===== src/rtl/xod_pkg.sv =====
// constants, types and helper functions of the operand decoder
// Operation
// RULE1 - word register codes: acc,count,data,base,sp,bp,si,di
// RULE2 - byte codes: low halves, then high halves
// RULE3 - segment codes: extra, code, stack, data
// RULE4 - mode picks none, sign-extended byte, word displacement
// RULE5 - mode 11 makes operand-select a register
// RULE6 - eight address forms; frame forms default stack
// RULE7 - mode 00 select 110 is direct address
// RULE8 - displacement bytes precede immediate bytes
// RULE9 - address cost 6,5,9,7/8,11/12 clocks
// RULE10 - odd word operand adds four clocks
// RULE11 - fetch uses code, stack uses stack, always
// RULE12 - override redirects operands; string destination stays extra
// RULE13 - six flag effect classes
// RULE14 - register/memory move: 2, 8+ea, 9+ea
// RULE15 - immediate to register/memory: 10+ea clocks
// RULE16 - immediate to register: 4 clocks
// RULE17 - accumulator moves with direct address: 10 clocks
// RULE18 - segment moves: 2, 8+ea, 9+ea clocks
// RULE19 - push: 10 register, 16+ea memory
// RULE20 - exchange: 4, 17+ea, accumulator form 3
// RULE21 - count consumed bytes for instruction boundary
package xod_pkg;

  localparam logic [1:0] SEG_EXTRA = 2'h0;
  localparam logic [1:0] SEG_CODE  = 2'h1;
  localparam logic [1:0] SEG_STACK = 2'h2;
  localparam logic [1:0] SEG_DATA  = 2'h3;

  localparam logic [1:0] MOD_NODISP = 2'h0;
  localparam logic [1:0] MOD_DISP8  = 2'h1;
  localparam logic [1:0] MOD_DISP16 = 2'h2;
  localparam logic [1:0] MOD_REG    = 2'h3;
  localparam logic [2:0] RM_DIRECT  = 3'h6;

  localparam logic [2:0] EXT_PUSH    = 3'h6;
  localparam logic [2:0] EXT_POP     = 3'h0;
  localparam logic [2:0] EXT_MOV_IMM = 3'h0;

  localparam logic [7:0] EA_CLK_DIRECT    = 8'h06;
  localparam logic [7:0] EA_CLK_SINGLE    = 8'h05;
  localparam logic [7:0] EA_CLK_SINGLE_DP = 8'h09;
  localparam logic [7:0] EA_CLK_PAIR_FAST = 8'h07;
  localparam logic [7:0] EA_CLK_PAIR_SLOW = 8'h08;
  localparam logic [7:0] EA_CLK_FAST_DP   = 8'h0B;
  localparam logic [7:0] EA_CLK_SLOW_DP   = 8'h0C;
  localparam logic [7:0] ODD_WORD_PENALTY = 8'h04;

  localparam logic [7:0] CLK_MOV_RR      = 8'h02;
  localparam logic [7:0] CLK_MOV_MR      = 8'h08;
  localparam logic [7:0] CLK_MOV_RM      = 8'h09;
  localparam logic [7:0] CLK_MOV_IMM_MEM = 8'h0A;
  localparam logic [7:0] CLK_MOV_IMM_REG = 8'h04;
  localparam logic [7:0] CLK_MOV_ACC     = 8'h0A;
  localparam logic [7:0] CLK_PUSH        = 8'h0A;
  localparam logic [7:0] CLK_PUSH_MEM    = 8'h10;
  localparam logic [7:0] CLK_POP         = 8'h08;
  localparam logic [7:0] CLK_POP_MEM     = 8'h11;
  localparam logic [7:0] CLK_EXCHANGE_OP_RR     = 8'h04;
  localparam logic [7:0] CLK_EXCHANGE_OP_MEM    = 8'h11;
  localparam logic [7:0] CLK_EXCHANGE_OP_ACC    = 8'h03;
  localparam logic [7:0] CLK_PREFIX      = 8'h02;

  typedef enum logic [4:0] {
    CLS_NONE, CLS_MOV_RM, CLS_MOV_IMM_RM, CLS_MOV_IMM_REG, CLS_MOV_MEM_ACC,
    CLS_MOV_ACC_MEM, CLS_MOV_TO_SEG, CLS_MOV_FROM_SEG, CLS_PUSH_RM, CLS_PUSH_REG,
    CLS_PUSH_SEG, CLS_POP_RM, CLS_POP_REG, CLS_POP_SEG, CLS_EXCHANGE_OP_RM, CLS_EXCHANGE_OP_ACC,
    CLS_PREFIX
  } xod_class_t;

  // flag effect classes
  typedef enum logic [2:0] {
    FLG_KEEP, FLG_CLEAR, FLG_SET, FLG_RESULT, FLG_UNDEF, FLG_RESTORE
  } xod_flag_t; // RULE13

  typedef enum logic [4:0] {
    REG_ACC_WORD, REG_COUNT_WORD, REG_DATA_WORD, REG_BASE_WORD,
    REG_STACK_PTR, REG_FRAME_PTR, REG_SRC_INDEX, REG_DST_INDEX,
    REG_ACC_LO, REG_COUNT_LO, REG_DATA_LO, REG_BASE_LO,
    REG_ACC_HI, REG_COUNT_HI, REG_DATA_HI, REG_BASE_HI,
    REG_EXTRA_SEG, REG_CODE_SEG, REG_STACK_SEG, REG_DATA_SEG, REG_NONE
  } xod_reg_t;

  typedef enum logic [2:0] {
    ACC_CODE, ACC_STACK, ACC_FRAME, ACC_INDEX, ACC_STR_SRC, ACC_STR_DST
  } xod_acc_t;

  // segment of an access after any override prefix
  function automatic logic [1:0] seg_resolve(input xod_acc_t kind,
                                             input logic ovr_v,
                                             input logic [1:0] ovr);
    logic [1:0] s;
    s = SEG_DATA;
    case (kind)
      ACC_CODE:    s = SEG_CODE; // RULE11
      ACC_STACK:   s = SEG_STACK; // RULE11
      ACC_STR_DST: s = SEG_EXTRA; // RULE12
      ACC_FRAME:   s = ovr_v ? ovr : SEG_STACK; // RULE12
      default:     s = ovr_v ? ovr : SEG_DATA; // RULE12
    endcase
    return s;
  endfunction : seg_resolve

  function automatic xod_class_t classify(input logic [7:0] b);
    xod_class_t c;
    c = CLS_NONE;
    casez (b)
      8'b1000_10??: c = CLS_MOV_RM; // RULE14
      8'b1100_011?: c = CLS_MOV_IMM_RM; // RULE15
      8'b1011_????: c = CLS_MOV_IMM_REG; // RULE16
      8'b1010_000?: c = CLS_MOV_MEM_ACC; // RULE17
      8'b1010_001?: c = CLS_MOV_ACC_MEM; // RULE17
      8'b1000_1110: c = CLS_MOV_TO_SEG; // RULE18
      8'b1000_1100: c = CLS_MOV_FROM_SEG; // RULE18
      8'b1111_1111: c = CLS_PUSH_RM;
      8'b0101_0???: c = CLS_PUSH_REG;
      8'b0101_1???: c = CLS_POP_REG;
      8'b000?_?110: c = CLS_PUSH_SEG;
      8'b000?_?111: c = CLS_POP_SEG;
      8'b1000_1111: c = CLS_POP_RM;
      8'b1000_011?: c = CLS_EXCHANGE_OP_RM;
      8'b1001_0???: c = CLS_EXCHANGE_OP_ACC;
      8'b001?_?110: c = CLS_PREFIX;
      default:      c = CLS_NONE;
    endcase
    return c;
  endfunction : classify

endpackage : xod_pkg


===== src/rtl/xod_ea_if.sv =====
// addressing-byte decode bundle between sequencer and address decoder
`timescale 1ns/1ps
interface xod_ea_if;
  import xod_pkg::*;
  logic [7:0] modrm;
  logic       is_mem;
  logic       direct;
  logic       frame_based;
  logic [1:0] disp_len;
  logic [7:0] ea_clk;
  modport dec  (output modrm, input is_mem, direct, frame_based, disp_len, ea_clk);
  modport calc (input modrm, output is_mem, direct, frame_based, disp_len, ea_clk);
endinterface : xod_ea_if


===== src/rtl/xod_ea_calc.sv =====
// addressing-byte decode: displacement form, address form and cost
`timescale 1ns/1ps
module xod_ea_calc
  import xod_pkg::*;
(
  xod_ea_if.calc ea
);
  logic [1:0] md;
  logic [2:0] rm;
  logic       pair;
  logic       slow;

  always_comb begin
    md             = ea.modrm[7:6];
    rm             = ea.modrm[2:0];
    pair           = ~rm[2];
    // frame+source and base+dest cost one more clock than the other pairs
    slow           = (rm == 3'h1) || (rm == 3'h2);
    ea.is_mem      = (md != MOD_REG); // RULE5
    ea.direct      = (md == MOD_NODISP) && (rm == RM_DIRECT); // RULE7
    ea.frame_based = ~ea.direct && ((rm == 3'h2) || (rm == 3'h3) || (rm == 3'h6)); // RULE6
    ea.disp_len    = 2'h0;
    ea.ea_clk      = 8'h00;
    case (md)
      MOD_DISP8:  ea.disp_len = 2'h1; // RULE4
      MOD_DISP16: ea.disp_len = 2'h2; // RULE4
      MOD_NODISP: ea.disp_len = ea.direct ? 2'h2 : 2'h0; // RULE7
      default:    ea.disp_len = 2'h0;
    endcase
    if (ea.direct) begin
      ea.ea_clk = EA_CLK_DIRECT; // RULE9
    end else if (ea.is_mem && pair && (md == MOD_NODISP)) begin
      ea.ea_clk = slow ? EA_CLK_PAIR_SLOW : EA_CLK_PAIR_FAST; // RULE9
    end else if (ea.is_mem && pair) begin
      ea.ea_clk = slow ? EA_CLK_SLOW_DP : EA_CLK_FAST_DP; // RULE9
    end else if (ea.is_mem && (md == MOD_NODISP)) begin
      ea.ea_clk = EA_CLK_SINGLE; // RULE9
    end else if (ea.is_mem) begin
      ea.ea_clk = EA_CLK_SINGLE_DP; // RULE9
    end
  end

endmodule : xod_ea_calc


===== src/rtl/xod_reg_map.sv =====
// register field to register identity
`timescale 1ns/1ps
module xod_reg_map
  import xod_pkg::*;
(
  input  wire logic [2:0] code,
  input  wire logic       width,
  input  wire logic       seg,
  output xod_reg_t        reg_id
);
  always_comb begin
    if (seg) begin
      reg_id = xod_reg_t'(5'(REG_EXTRA_SEG) + {3'h0, code[1:0]}); // RULE3
    end else if (width) begin
      reg_id = xod_reg_t'({2'h0, code}); // RULE1
    end else begin
      reg_id = xod_reg_t'(5'(REG_ACC_LO) + {2'h0, code}); // RULE2
    end
  end
endmodule : xod_reg_map


===== src/rtl/xod_operand_decode.sv =====
// data-transfer operand decoder: byte sequencer and decode result
`timescale 1ns/1ps
module xod_operand_decode
  import xod_pkg::*;
#(
  parameter int CLK_W = 8
)
(
  input  wire logic             CORE_CLK,
  input  wire logic             SYS_RST,
  input  wire logic             BYTE_VALID,
  input  wire logic [7:0]       BYTE_DATA,
  input  wire logic             WORD_ODD_ADDR,
  output logic                  BYTE_READY,
  output logic                  DEC_VALID,
  output xod_class_t            DEC_CLASS,
  output logic                  DEC_WIDTH,
  output logic                  DEC_DIR,
  output xod_reg_t              DEC_REG,
  output xod_reg_t              DEC_RM_REG,
  output logic                  DEC_MEM,
  output logic                  DEC_DIRECT,
  output logic [1:0]            DEC_SEG,
  output logic [1:0]            DEC_STACK_SEG,
  output logic [1:0]            DEC_FETCH_SEG,
  output logic [15:0]           DEC_DISP,
  output logic [15:0]           DEC_IMM,
  output logic [2:0]            DEC_LEN,
  output logic [CLK_W-1:0]      DEC_CLOCKS,
  output xod_flag_t             DEC_FLAGS,
  output logic                  DEC_ILLEGAL
);

  // worst case 17 + 12 + 4 clocks needs six bits
  if (CLK_W < 6 || CLK_W > 8) begin : g_bad_width
    $error("CLK_W must lie between 6 and 8");
  end

  typedef enum logic [2:0] {
    S_OPC, S_MODRM, S_DISP_LO, S_DISP_HI, S_IMM_LO, S_IMM_HI, S_DONE
  } xod_state_t;

  typedef struct packed {
    xod_state_t       st;
    logic             ready;
    logic [7:0]       opc;
    logic [7:0]       modrm;
    logic [1:0]       dlen;
    logic [1:0]       ilen;
    logic [15:0]      disp;
    logic [15:0]      imm;
    logic [2:0]       len;
    logic             ovr_v;
    logic [1:0]       ovr;
    xod_class_t       cls;
    logic             bad;
    logic             o_valid;
    xod_class_t       o_cls;
    logic             o_width;
    logic             o_dir;
    xod_reg_t         o_reg;
    xod_reg_t         o_rm;
    logic             o_mem;
    logic             o_direct;
    logic [1:0]       o_seg;
    logic [1:0]       o_stk;
    logic [1:0]       o_fetch;
    logic [15:0]      o_disp;
    logic [15:0]      o_imm;
    logic [2:0]       o_len;
    logic [CLK_W-1:0] o_clk;
    xod_flag_t        o_flg;
    logic             o_bad;
  } xod_top_t;

  xod_top_t   q_ff;
  xod_top_t   nxt_q;
  xod_ea_if   ea ();
  logic       take;
  logic       has_modrm;
  logic       width;
  logic       mem;
  logic [2:0] reg_code;
  logic       reg_seg;
  logic [7:0] base_clk;
  logic [7:0] tot_clk;
  xod_reg_t   reg_id;
  xod_reg_t   rm_id;
  xod_class_t cls_in;

  // the address decoder sees the byte live while it is being taken
  assign ea.modrm = (q_ff.st == S_MODRM) ? BYTE_DATA : q_ff.modrm;

  xod_ea_calc u_ea (
    .ea (ea.calc)
  );

  xod_reg_map u_reg (
    .code   (reg_code),
    .width  (width),
    .seg    (reg_seg),
    .reg_id (reg_id)
  );

  xod_reg_map u_rm (
    .code   (q_ff.modrm[2:0]),
    .width  (width),
    .seg    (1'b0),
    .reg_id (rm_id)
  );

  always_comb begin
    take      = BYTE_VALID && q_ff.ready;
    cls_in    = classify(BYTE_DATA);
    has_modrm = (q_ff.cls == CLS_MOV_RM) || (q_ff.cls == CLS_MOV_IMM_RM) ||
                (q_ff.cls == CLS_MOV_TO_SEG) || (q_ff.cls == CLS_MOV_FROM_SEG) ||
                (q_ff.cls == CLS_PUSH_RM) || (q_ff.cls == CLS_POP_RM) ||
                (q_ff.cls == CLS_EXCHANGE_OP_RM);
    mem       = (has_modrm && ea.is_mem) ||
                (q_ff.cls == CLS_MOV_MEM_ACC) || (q_ff.cls == CLS_MOV_ACC_MEM);
    width     = 1'b1;
    reg_code  = q_ff.modrm[5:3];
    reg_seg   = 1'b0;
    case (q_ff.cls)
      CLS_MOV_RM, CLS_MOV_IMM_RM, CLS_EXCHANGE_OP_RM: width = q_ff.opc[0];
      CLS_MOV_MEM_ACC, CLS_MOV_ACC_MEM:        width = q_ff.opc[0];
      CLS_MOV_IMM_REG:                         width = q_ff.opc[3];
      default:                                 width = 1'b1;
    endcase
    case (q_ff.cls)
      CLS_MOV_IMM_REG, CLS_PUSH_REG, CLS_POP_REG, CLS_EXCHANGE_OP_ACC: begin
        reg_code = q_ff.opc[2:0]; // RULE16
      end
      CLS_MOV_MEM_ACC, CLS_MOV_ACC_MEM: begin
        reg_code = 3'h0;
      end
      CLS_PUSH_SEG, CLS_POP_SEG, CLS_PREFIX: begin
        reg_code = {1'b0, q_ff.opc[4:3]};
        reg_seg  = 1'b1;
      end
      CLS_MOV_TO_SEG, CLS_MOV_FROM_SEG: begin
        reg_code = {1'b0, q_ff.modrm[4:3]}; // RULE18
        reg_seg  = 1'b1;
      end
      default: begin
        reg_code = q_ff.modrm[5:3];
      end
    endcase
    base_clk = 8'h00;
    case (q_ff.cls)
      CLS_MOV_RM:       base_clk = mem ? (q_ff.opc[1] ? CLK_MOV_MR : CLK_MOV_RM) + ea.ea_clk
                                       : CLK_MOV_RR; // RULE14
      CLS_MOV_IMM_RM:   base_clk = CLK_MOV_IMM_MEM + (mem ? ea.ea_clk : 8'h00); // RULE15
      CLS_MOV_IMM_REG:  base_clk = CLK_MOV_IMM_REG; // RULE16
      CLS_MOV_MEM_ACC,
      CLS_MOV_ACC_MEM:  base_clk = CLK_MOV_ACC; // RULE17
      CLS_MOV_TO_SEG:   base_clk = mem ? CLK_MOV_MR + ea.ea_clk : CLK_MOV_RR; // RULE18
      CLS_MOV_FROM_SEG: base_clk = mem ? CLK_MOV_RM + ea.ea_clk : CLK_MOV_RR; // RULE18
      CLS_PUSH_RM:      base_clk = mem ? CLK_PUSH_MEM + ea.ea_clk : CLK_PUSH; // RULE19
      CLS_PUSH_REG,
      CLS_PUSH_SEG:     base_clk = CLK_PUSH; // RULE19
      CLS_POP_RM:       base_clk = mem ? CLK_POP_MEM + ea.ea_clk : CLK_POP;
      CLS_POP_REG,
      CLS_POP_SEG:      base_clk = CLK_POP;
      CLS_EXCHANGE_OP_RM:      base_clk = mem ? CLK_EXCHANGE_OP_MEM + ea.ea_clk : CLK_EXCHANGE_OP_RR; // RULE20
      CLS_EXCHANGE_OP_ACC:     base_clk = CLK_EXCHANGE_OP_ACC; // RULE20
      CLS_PREFIX:       base_clk = CLK_PREFIX;
      default:          base_clk = 8'h00;
    endcase
    // odd word accesses need a second bus cycle
    tot_clk = base_clk + ((mem && width && WORD_ODD_ADDR) ? ODD_WORD_PENALTY : 8'h00); // RULE10

    nxt_q         = q_ff;
    nxt_q.o_valid = 1'b0;
    case (q_ff.st)
      S_OPC: begin
        if (take) begin
          nxt_q.opc   = BYTE_DATA;
          nxt_q.cls   = cls_in;
          nxt_q.len   = 3'h1; // RULE21
          nxt_q.modrm = 8'h00;
          nxt_q.disp  = 16'h0000;
          nxt_q.imm   = 16'h0000;
          nxt_q.bad   = (cls_in == CLS_NONE);
          nxt_q.dlen  = 2'h0;
          nxt_q.ilen  = 2'h0;
          nxt_q.st    = S_DONE;
          case (cls_in)
            CLS_MOV_RM, CLS_MOV_IMM_RM, CLS_MOV_TO_SEG, CLS_MOV_FROM_SEG,
            CLS_PUSH_RM, CLS_POP_RM, CLS_EXCHANGE_OP_RM: nxt_q.st = S_MODRM;
            CLS_MOV_IMM_REG: begin
              nxt_q.ilen = BYTE_DATA[3] ? 2'h2 : 2'h1; // RULE16
              nxt_q.st   = S_IMM_LO;
            end
            CLS_MOV_MEM_ACC, CLS_MOV_ACC_MEM: begin
              nxt_q.dlen = 2'h2; // RULE17
              nxt_q.st   = S_DISP_LO;
            end
            default: nxt_q.st = S_DONE;
          endcase
        end
      end
      S_MODRM: begin
        if (take) begin
          nxt_q.modrm = BYTE_DATA;
          nxt_q.len   = q_ff.len + 3'h1; // RULE21
          nxt_q.dlen  = ea.disp_len;
          if (q_ff.cls == CLS_MOV_IMM_RM) begin
            nxt_q.ilen = q_ff.opc[0] ? 2'h2 : 2'h1; // RULE15
            nxt_q.bad  = (BYTE_DATA[5:3] != EXT_MOV_IMM);
          end
          if (q_ff.cls == CLS_PUSH_RM) begin
            nxt_q.bad = (BYTE_DATA[5:3] != EXT_PUSH);
          end
          if (q_ff.cls == CLS_POP_RM) begin
            nxt_q.bad = (BYTE_DATA[5:3] != EXT_POP);
          end
          if ((q_ff.cls == CLS_MOV_TO_SEG) || (q_ff.cls == CLS_MOV_FROM_SEG)) begin
            nxt_q.bad = BYTE_DATA[5]; // RULE18
          end
          // displacement always ahead of immediate data
          if (ea.disp_len != 2'h0) begin
            nxt_q.st = S_DISP_LO; // RULE8
          end else if (q_ff.cls == CLS_MOV_IMM_RM) begin
            nxt_q.st = S_IMM_LO;
          end else begin
            nxt_q.st = S_DONE;
          end
        end
      end
      S_DISP_LO: begin
        if (take) begin
          nxt_q.disp = {{8{BYTE_DATA[7]}}, BYTE_DATA}; // RULE4
          nxt_q.len  = q_ff.len + 3'h1; // RULE21
          if (q_ff.dlen == 2'h2) begin
            nxt_q.st = S_DISP_HI;
          end else if (q_ff.ilen != 2'h0) begin
            nxt_q.st = S_IMM_LO; // RULE8
          end else begin
            nxt_q.st = S_DONE;
          end
        end
      end
      S_DISP_HI: begin
        if (take) begin
          nxt_q.disp = {BYTE_DATA, q_ff.disp[7:0]}; // RULE4
          nxt_q.len  = q_ff.len + 3'h1; // RULE21
          nxt_q.st   = (q_ff.ilen != 2'h0) ? S_IMM_LO : S_DONE; // RULE8
        end
      end
      S_IMM_LO: begin
        if (take) begin
          nxt_q.imm = {8'h00, BYTE_DATA};
          nxt_q.len = q_ff.len + 3'h1; // RULE21
          nxt_q.st  = (q_ff.ilen == 2'h2) ? S_IMM_HI : S_DONE;
        end
      end
      S_IMM_HI: begin
        if (take) begin
          nxt_q.imm = {BYTE_DATA, q_ff.imm[7:0]};
          nxt_q.len = q_ff.len + 3'h1; // RULE21
          nxt_q.st  = S_DONE;
        end
      end
      S_DONE: begin
        nxt_q.o_valid  = 1'b1;
        nxt_q.o_cls    = q_ff.cls;
        nxt_q.o_width  = width;
        nxt_q.o_dir    = q_ff.opc[1];
        nxt_q.o_reg    = reg_id;
        nxt_q.o_rm     = (has_modrm && !ea.is_mem) ? rm_id : REG_NONE; // RULE5
        nxt_q.o_mem    = mem;
        nxt_q.o_direct = (has_modrm && ea.direct) || (mem && !has_modrm); // RULE7
        nxt_q.o_seg    = seg_resolve((has_modrm && ea.frame_based) ? ACC_FRAME : ACC_INDEX,
                                     q_ff.ovr_v, q_ff.ovr); // RULE6
        nxt_q.o_stk    = seg_resolve(ACC_STACK, q_ff.ovr_v, q_ff.ovr); // RULE11
        nxt_q.o_fetch  = seg_resolve(ACC_CODE, q_ff.ovr_v, q_ff.ovr); // RULE11
        nxt_q.o_disp   = q_ff.disp;
        nxt_q.o_imm    = q_ff.imm;
        nxt_q.o_len    = q_ff.len; // RULE21
        nxt_q.o_clk    = CLK_W'(tot_clk);
        // data transfers in this group leave every flag alone
        nxt_q.o_flg    = FLG_KEEP; // RULE13
        nxt_q.o_bad    = q_ff.bad;
        // a prefix arms the override for the next instruction only
        nxt_q.ovr_v    = (q_ff.cls == CLS_PREFIX); // RULE12
        nxt_q.ovr      = (q_ff.cls == CLS_PREFIX) ? q_ff.opc[4:3] : q_ff.ovr;
        nxt_q.st       = S_OPC;
      end
      default: nxt_q.st = S_OPC;
    endcase
    nxt_q.ready = (nxt_q.st != S_DONE);
  end

  always_ff @(posedge CORE_CLK or posedge SYS_RST) begin
    if (SYS_RST) begin
      q_ff       <= '0;
      q_ff.ready <= 1'b1;
      q_ff.o_rm  <= REG_NONE;
    end else begin
      q_ff <= nxt_q;
    end
  end

  assign BYTE_READY    = q_ff.ready;
  assign DEC_VALID     = q_ff.o_valid;
  assign DEC_CLASS     = q_ff.o_cls;
  assign DEC_WIDTH     = q_ff.o_width;
  assign DEC_DIR       = q_ff.o_dir;
  assign DEC_REG       = q_ff.o_reg;
  assign DEC_RM_REG    = q_ff.o_rm;
  assign DEC_MEM       = q_ff.o_mem;
  assign DEC_DIRECT    = q_ff.o_direct;
  assign DEC_SEG       = q_ff.o_seg;
  assign DEC_STACK_SEG = q_ff.o_stk;
  assign DEC_FETCH_SEG = q_ff.o_fetch;
  assign DEC_DISP      = q_ff.o_disp;
  assign DEC_IMM       = q_ff.o_imm;
  assign DEC_LEN       = q_ff.o_len;
  assign DEC_CLOCKS    = q_ff.o_clk;
  assign DEC_FLAGS     = q_ff.o_flg;
  assign DEC_ILLEGAL   = q_ff.o_bad;

endmodule : xod_operand_decode


===== config.mk =====
export PLATFORM = sky130hd
export DESIGN_NAME = xod_operand_decode
export DESIGN_NICKNAME = d
export VERILOG_FILES = /design/src/rtl/xod_pkg.sv /design/src/rtl/xod_ea_if.sv /design/src/rtl/xod_ea_calc.sv /design/src/rtl/xod_reg_map.sv /design/src/rtl/xod_operand_decode.sv
export SDC_FILE = /design/constraint.sdc
export NUM_CORES = 1
export LEC_CHECK = 0
export ABC_AREA = 1
export BUFFER_PORTS_ARGS = -buffer_cell sky130_fd_sc_hd__buf_2
export CORE_ASPECT_RATIO = 0.5
export CORE_UTILIZATION = 29
export CTS_CLUSTER_DIAMETER = 200
export DETAILED_ROUTE_END_ITERATION = 7
export SYNTH_ARGS = -nofsm -noshare
export SYNTH_HDL_FRONTEND = slang
export SYNTH_SLANG_ARGS = --single-unit

===== constraint.sdc =====
create_clock -name CORE_CLK -period 5.89 [get_ports CORE_CLK]
set_input_delay 1.178 -clock CORE_CLK [delete_from_list [all_inputs] [get_ports CORE_CLK]]
set_output_delay 1.178 -clock CORE_CLK [all_outputs]
set_load 0.02 [all_outputs]

Word-level counts from Yosys, hierarchy flattened --
Cells that the tools add are included. W data, S select, Z words.
Word-level totals: register bits 132
Cells by class: multiplexer cells 69, bitwise logic cells 4, add/sub/neg operators 11, reduce and logical (&&, ||, !) cells 62, equal/unequal tests 71
Operators with widths (number):
- $mux W8 | 12
- $pmux W16 S3 | 2
- $pmux W8 S12 | 1
- $pmux W5 S16 | 1
- $mux W73 | 1
- $eq A5 B4 Y1 const B | 13
- $mux W47 | 1
- $eq A5 B3 Y1 const B | 8
- $mux W19 | 2
- $mux W3 | 11
- $eq A8 B8 Y1 const B | 4
- $mux W16 | 2
- $eq A7 B7 Y1 const B | 4
- $add A4 B8 Y8 const A | 3
- $pmux W12 S2 | 1
- $pmux W3 S4 | 2
- $reduce_and A4 Y1 | 6
- $mux W2 | 11
- $eq A5 B2 Y1 const B | 4
- $mux W5 | 4
- $pmux W3 S6 | 1
- $add A5 B8 Y8 const A | 2
- $ne A2 B2 Y1 const B | 7
- $logic_and A1 B1 Y1 | 13
- 44 further kinds | 101

Longest topological paths before layout --
depth in word-level cells 15, mapped depth 27, mapped depth without buffers 25

By module --
From an unflattened synthesis, not the netlist that was laid out.
Second synthesis, totals: cells, all modules 1016, area, all modules 7820.0 µm²
By module, submodules not included:
- xod_operand_decode | area an instance 7529.7 µm², cells each 967, instances 1, seq. area each 3306.9 µm²
- xod_ea_calc | area an instance 222.7 µm², cells each 37, instances 1, seq. area each 0.0 µm²
- xod_reg_map | area an instance 33.8 µm², cells each 6, instances 2, seq. area each 0.0 µm²

Least setup slack after synthesis --
OpenSTA, ideal clock, no wires.
path type input -> register, from in BYTE_DATA[7], to reg q_ff (netlist bit DEC_CLOCKS[4]), cell stages on the path 23, data required time 5773 ps, slack 1850 ps, arrival 3922 ps, library setup time 117 ps, cell sequence buf_2 -> inv_1 -> nor2_1 -> a21oi_2 -> inv_1 -> ha_1 -> inv_1 -> nand3_2 -> nor2_1 -> nand2_1 -> nand2_1 -> nand2_2 -> nand2_1 -> nor2_1 -> ha_1 -> a221oi_2 -> nand4_1 -> ha_1 -> ha_1 -> inv_1 -> nand2_1 -> nand3_1 -> nand2_1
On the way: word-level cells in the longest chain between the ends 11, elaborated cells between the ends (all ways) 33, those cells by class add/sub: 7; eq/ne: 1; mux: 15; reduce/logical: 10
RTL lines:
- start: declaration | line xod_operand_decode.sv:12 | input wire logic [7:0] BYTE_DATA,
- $mux W8 (*) | line xod_operand_decode.sv:92 | assign ea.modrm = (q_ff.st == S_MODRM) ? BYTE_DATA : q_ff.modrm;
- $ne A2 B2 Y1 or $logic_not A2 Y1 (tied branches)
- $mux W4 or $logic_and A1 B1 Y1 (tied branches) | line xod_ea_calc.sv:38, xod_ea_calc.sv:36
- $mux W8 | line xod_ea_calc.sv:36 | end else if (ea.is_mem && (md == MOD_NODISP)) begin
- $mux W8 | line xod_ea_calc.sv:34 | end else if (ea.is_mem && pair) begin
- $mux W8 | line xod_ea_calc.sv:32 | end else if (ea.is_mem && pair && (md == MOD_NODISP)) begin
- $mux W8 | line xod_ea_calc.sv:30 | if (ea.direct) begin
- $add A5 B8 Y8, or another cell as far along | line xod_operand_decode.sv:162, xod_operand_decode.sv:165
- $mux W8, or another cell as far along | line xod_operand_decode.sv:165 | CLS_EXCHANGE_OP_RM: base_clk = mem ? CLK_EXCHANGE_OP_MEM + ea.ea_clk : CLK_EXCHANGE_OP_RR;
- $pmux W8 S12 | line xod_operand_decode.sv:150 | case (q_ff.cls)
- $add A8 B3 Y8 (*) | line xod_operand_decode.sv:171 | tot_clk = base_clk + ((mem && width && WORD_ODD_ADDR) ? ODD_WORD_PENALTY : 8'h00);
- end signal: assignment | line xod_operand_decode.sv:301 | q_ff <= nxt_q;
- end: declaration | line xod_operand_decode.sv:76 | xod_top_t q_ff;
Every way passes the cells marked *; elsewhere a longest branch is shown, timed or not. A chain may end at the register's enable or synchronous reset.

Worst setup path in the final report --
from in BYTE_DATA[6], to reg q_ff (netlist bit DEC_CLOCKS[4])
The elaborated chain is that of the path after synthesis.

==> flow_results.xml <==
<?xml version="1.0" encoding="UTF-8"?>
<metrics>
  <group name="run_status">
    <metric name="status" unit="">complete, no violations</metric>
  </group>
  <group name="floorplan">
    <metric name="die_height" unit="um">112.3</metric>
    <metric name="floorplan.die.width" unit="um">222.6</metric>
    <metric name="io-pin-count" unit="">86</metric>
    <metric name="floorplan.initialDensity" unit="%">30.25</metric>
    <metric name="die_area" unit="mm2">0.02500</metric>
    <metric name="fp.coreArea" unit="mm2">0.02332</metric>
    <metric name="placement_rows" unit="">39</metric>
  </group>
  <group name="synth">
    <metric name="post_synth_num_cell_types" unit="">49</metric>
    <metric name="syn_area_per_cell" unit="um2">8.056</metric>
    <metric name="postSynth.asyncResetShare" unit="%">100.0</metric>
    <metric name="synth_seq_cells" unit="">131</metric>
    <metric name="synth_edf_count" unit="">0</metric>
    <metric name="synthMostInstantiatedCell" unit="">nand2_1</metric>
    <metric name="synth-seq-area-share" unit="%">46.51</metric>
    <metric name="yosys.area.top_type" unit="">dfrtp_1</metric>
    <metric name="synthDominantCellAreaShare" unit="%">45.39</metric>
    <metric name="netlist_instances" unit="">876</metric>
    <metric name="synth.yosys.warnings" unit="">0</metric>
    <metric name="ys_top_cells_by_area" unit="">dfrtp_1, nand2_1, buf_4</metric>
    <metric name="netlist_area" unit="mm2">0.007057</metric>
    <metric name="ys_top_cells_by_count" unit="">nand2_1, dfrtp_1, inv_1</metric>
    <metric name="dominantRegCellSynth" unit="">dfrtp_1</metric>
  </group>
  <group name="grt">
    <metric name="grt_first_pass_wirelength" unit="um">31220</metric>
    <metric name="first_global_vias" unit="">5729</metric>
    <metric name="pin_count_of_the_biggest_net_entering_global_routing" unit="">97</metric>
    <metric name="globalRoute.totalOverflow" unit="">0</metric>
    <metric name="grt_usage" unit="%">15.93</metric>
    <metric name="grt_antenna_before_repair" unit="">0</metric>
  </group>
  <group name="route">
    <metric name="num_vias" unit="">5770</metric>
    <metric name="drt_drc_violations_left" unit="">0</metric>
    <metric name="firstDrtPassIters" unit="">5</metric>
    <metric name="detail_route.vias_per_cell" unit="">4.773</metric>
    <metric name="wirelength" unit="um">19040</metric>
    <metric name="antenna_violating_nets_post_route" unit="">0</metric>
    <metric name="detailedRoute.firstIterationViolations" unit="">490</metric>
    <metric name="avgRoutedWirePerCell" unit="um">15.75</metric>
  </group>
  <group name="cells_and_area">
    <metric name="utilization_after_layout" unit="%">33.76</metric>
    <metric name="final_nets" unit="">913</metric>
    <metric name="filler_cells_inserted" unit="">2433</metric>
    <metric name="post_route_cells_drive_above_1_share" unit="%">18.74</metric>
    <metric name="finalInstanceArea" unit="mm2">0.007875</metric>
    <metric name="num_antenna_cells" unit="">0</metric>
    <metric name="layout-area-overhead-vs-synth" unit="%">11.60</metric>
  </group>
  <group name="cts">
    <metric name="cts_setup_buffers" unit="">0</metric>
    <metric name="clock-root-buffer" unit="">clkbuf_16</metric>
    <metric name="clock_tree.buffer_depth" unit="">2</metric>
    <metric name="worst_skew_pair.late_latency" unit="ns">0.42</metric>
    <metric name="postCtsResizedCells" unit="">0</metric>
    <metric name="clk_pin_slew" unit="ns">0.06</metric>
    <metric name="htreeDepth" unit="">4</metric>
    <metric name="clock_sinks" unit="">131</metric>
    <metric name="cts_buffers" unit="">17</metric>
    <metric name="tritoncts" unit="">built</metric>
    <metric name="holdBufCountCts" unit="">0</metric>
  </group>
  <group name="pwr">
    <metric name="power_density" unit="mW/mm2">616.7</metric>
    <metric name="p_leak" unit="nW">3.990</metric>
    <metric name="worst_ir_drop_vdd" unit="uV">243.6</metric>
  </group>
  <group name="setup_path">
    <metric name="setup.worst_path.end" unit="">DEC_CLOCKS[4]$_DFFE_PP0P_</metric>
    <metric name="rr_startpoint" unit="">q_ff[140]$_DFF_PP0_</metric>
    <metric name="reg2regPathDepth" unit="">20</metric>
    <metric name="worst_setup_path_startpoint" unit="">BYTE_DATA[6]</metric>
    <metric name="cp_data_required_time" unit="ns">6.21</metric>
    <metric name="regToRegSetupSlack" unit="ns">1.81</metric>
    <metric name="category_of_the_most_critical_setup_path" unit="">input port to flop</metric>
    <metric name="worstSetupEndpointType" unit="">flop</metric>
    <metric name="cp-start-kind" unit="">input port</metric>
    <metric name="critical_path_peak_fanout" unit="">7</metric>
    <metric name="critical_path.reg2reg.endpoint" unit="">DEC_CLOCKS[4]$_DFFE_PP0P_</metric>
    <metric name="cp_data_arrival_time" unit="ns">4.49</metric>
  </group>
  <group name="timing">
    <metric name="worst_slew_pin_slew" unit="ns">1.079</metric>
    <metric name="whs" unit="ns">0.4636</metric>
    <metric name="final-setup-viol-count" unit="">0</metric>
    <metric name="final_period_minus_worst_setup_slack" unit="ns">4.173</metric>
    <metric name="fmax_achieved" unit="MHz">239.6</metric>
    <metric name="drv_slew" unit="">0</metric>
    <metric name="fin_skew" unit="ns">0.005780</metric>
    <metric name="final_clock_period_utilization_by_the_worst_path" unit="%">70.85</metric>
    <metric name="totalNegativeSetupSlack" unit="ns">0</metric>
    <metric name="slew_headroom" unit="%">28.07</metric>
    <metric name="unrepaired_setup_endpoints_after_global_routing" unit="">false</metric>
    <metric name="timing_hold_violations_final" unit="">0</metric>
  </group>
  <group name="worst_hold_path">
    <metric name="hold_path_class" unit="">flop to flop</metric>
  </group>
  <group name="placed_design">
    <metric name="detailed_place_hpwl" unit="um">13770</metric>
    <metric name="gp_congestion" unit="">0.8769</metric>
    <metric name="placement.cell_area" unit="mm2">0.007266</metric>
    <metric name="place.port_buffers" unit="">79</metric>
  </group>
  <group name="run">
    <metric name="maxCapViolations" unit="">0</metric>
  </group>
</metrics>
[worst max-delay path, cell delays in order]
cell and delay, ns:
buf_2 0.13, inv_1 0.20, nor2_1 0.08, a21oi_1 0.27, inv_1 0.11, ha_1 0.25
inv_1 0.14, nand3_2 0.16, inv_1 0.11, nand4_1 0.22, nand2_1 0.23, nor2_1 0.10
ha_1 0.32, a221oi_2 0.23, nand4_1 0.11, ha_1 0.22, ha_1 0.20, inv_1 0.05
nand2_1 0.04, nand3_1 0.06, nand2_1 0.05
[power breakdown]
| part | internal (W) | switching, W |
|---|---|---|
| Clock | 0.000687 | 0.000410 |
| Sequential | 0.00125 | 0.000209 |
| Combinational | 0.000716 | 0.00158 |
| Total | 0.00265 | 0.00220 |
[area by class of cell]
cell class | instances | area, um2 | share of cell area, %
inverters | 109 | 411.6 | 5.227
well taps | 307 | 384.1 | 4.878
clock buffers | 19 | 452.9 | 5.752
clock inverters | 12 | 156.4 | 1.986
flip-flops and latches | 131 | 3282 | 41.67
multi-input cells | 548 | 2763 | 35.08
repair buffers | 83 | 425.4 | 5.402
[per-layer routing]
layer  track usage (%)  share of wire [%]  up-vias
met2             25.35                 46      122
met5                 0                  0        -
li1                  -                  -     2809
met3             2.853                3.8       31
met4             5.747                2.3        0
met1             21.78                 48     2808
[stage by stage]
step | power [W] | cells | setup WS [ns]
floorplan | 0.003324 | 881 | 1.219
global placement | 0.003734 | 1178 | 1.420
detailed placement | 0.003766 | 1178 | 1.303
CTS | 0.004877 | 1209 | 1.749
global route | 0.005255 | 1209 | 1.300
finish | 0.004856 | 1209 | 1.717
[cell families after synthesis]
kind of cell	after synthesis	synth area share, %
fa+ha+maj	11	1.950
simple gates	364	23.10
other cells	1	0.05314
flops	131	46.51
buf+inv	202	14.65
mux	1	0.1596
compound gates	165	13.46
xor+xnor	1	0.1241
[layout by cell type, fill, tap and decap left out, types with 3 or more instances in the layout]
| master | count |
|---|---|
| nand3b_1 | 3 |
| inv_1 | 97 |
| nor4_1 | 6 |
| nand2_2 | 16 |
| a31oi_1 | 3 |
| o22ai_1 | 15 |
| nand3_1 | 31 |
| ha_1 | 11 |
| bufinv_16 | 3 |
| nor2_2 | 9 |
| clkbuf_16 | 17 |
| nor2_1 | 61 |
| buf_2 | 79 |
| clkinv_2 | 3 |
| o21ai_0 | 94 |
| buf_4 | 4 |
| clkinv_4 | 4 |
| nor3_1 | 11 |
| inv_2 | 10 |
| a21oi_1 | 20 |
| dfstp_2 | 3 |
| o2111ai_1 | 3 |
| o21ai_1 | 7 |
| nand4_1 | 16 |
| nand2_1 | 200 |
| conb_1 | 6 |
| a22oi_1 | 8 |
| dfrtp_1 | 128 |
[state kept, by name, summed over array words and instances (netlist names)]
signal / count
DEC_FETCH_SEG: 1
DEC_DIRECT: 1
DEC_ILLEGAL: 1
BYTE_READY: 1
DEC_CLASS: 5
DEC_SEG: 2
DEC_CLOCKS: 7
DEC_REG: 5
DEC_DISP: 16
DEC_WIDTH: 1
q_ff: 64
DEC_VALID: 1
DEC_LEN: 3
DEC_DIR: 1
DEC_RM_REG: 5
DEC_IMM: 16
DEC_MEM: 1
[worst min path at each step]
stage | startpoint | to | slack, ns | cells past startpoint
floorplan | q_ff[119]$_DFFE_PP0P_ | q_ff[119]$_DFFE_PP0P_ | 0.44 | 2
global placement | DEC_SEG[1]$_DFFE_PP0P_ | DEC_SEG[1]$_DFFE_PP0P_ | 0.45 | 2
detailed placement | DEC_SEG[1]$_DFFE_PP0P_ | DEC_SEG[1]$_DFFE_PP0P_ | 0.46 | 2
CTS | DEC_SEG[1]$_DFFE_PP0P_ | DEC_SEG[1]$_DFFE_PP0P_ | 0.47 | 2
global route | DEC_DISP[7]$_DFFE_PP0P_ | DEC_DISP[7]$_DFFE_PP0P_ | 0.49 | 2
finish | DEC_SEG[1]$_DFFE_PP0P_ | DEC_SEG[1]$_DFFE_PP0P_ | 0.46 | 2
(Power assumes the default switching activity.)
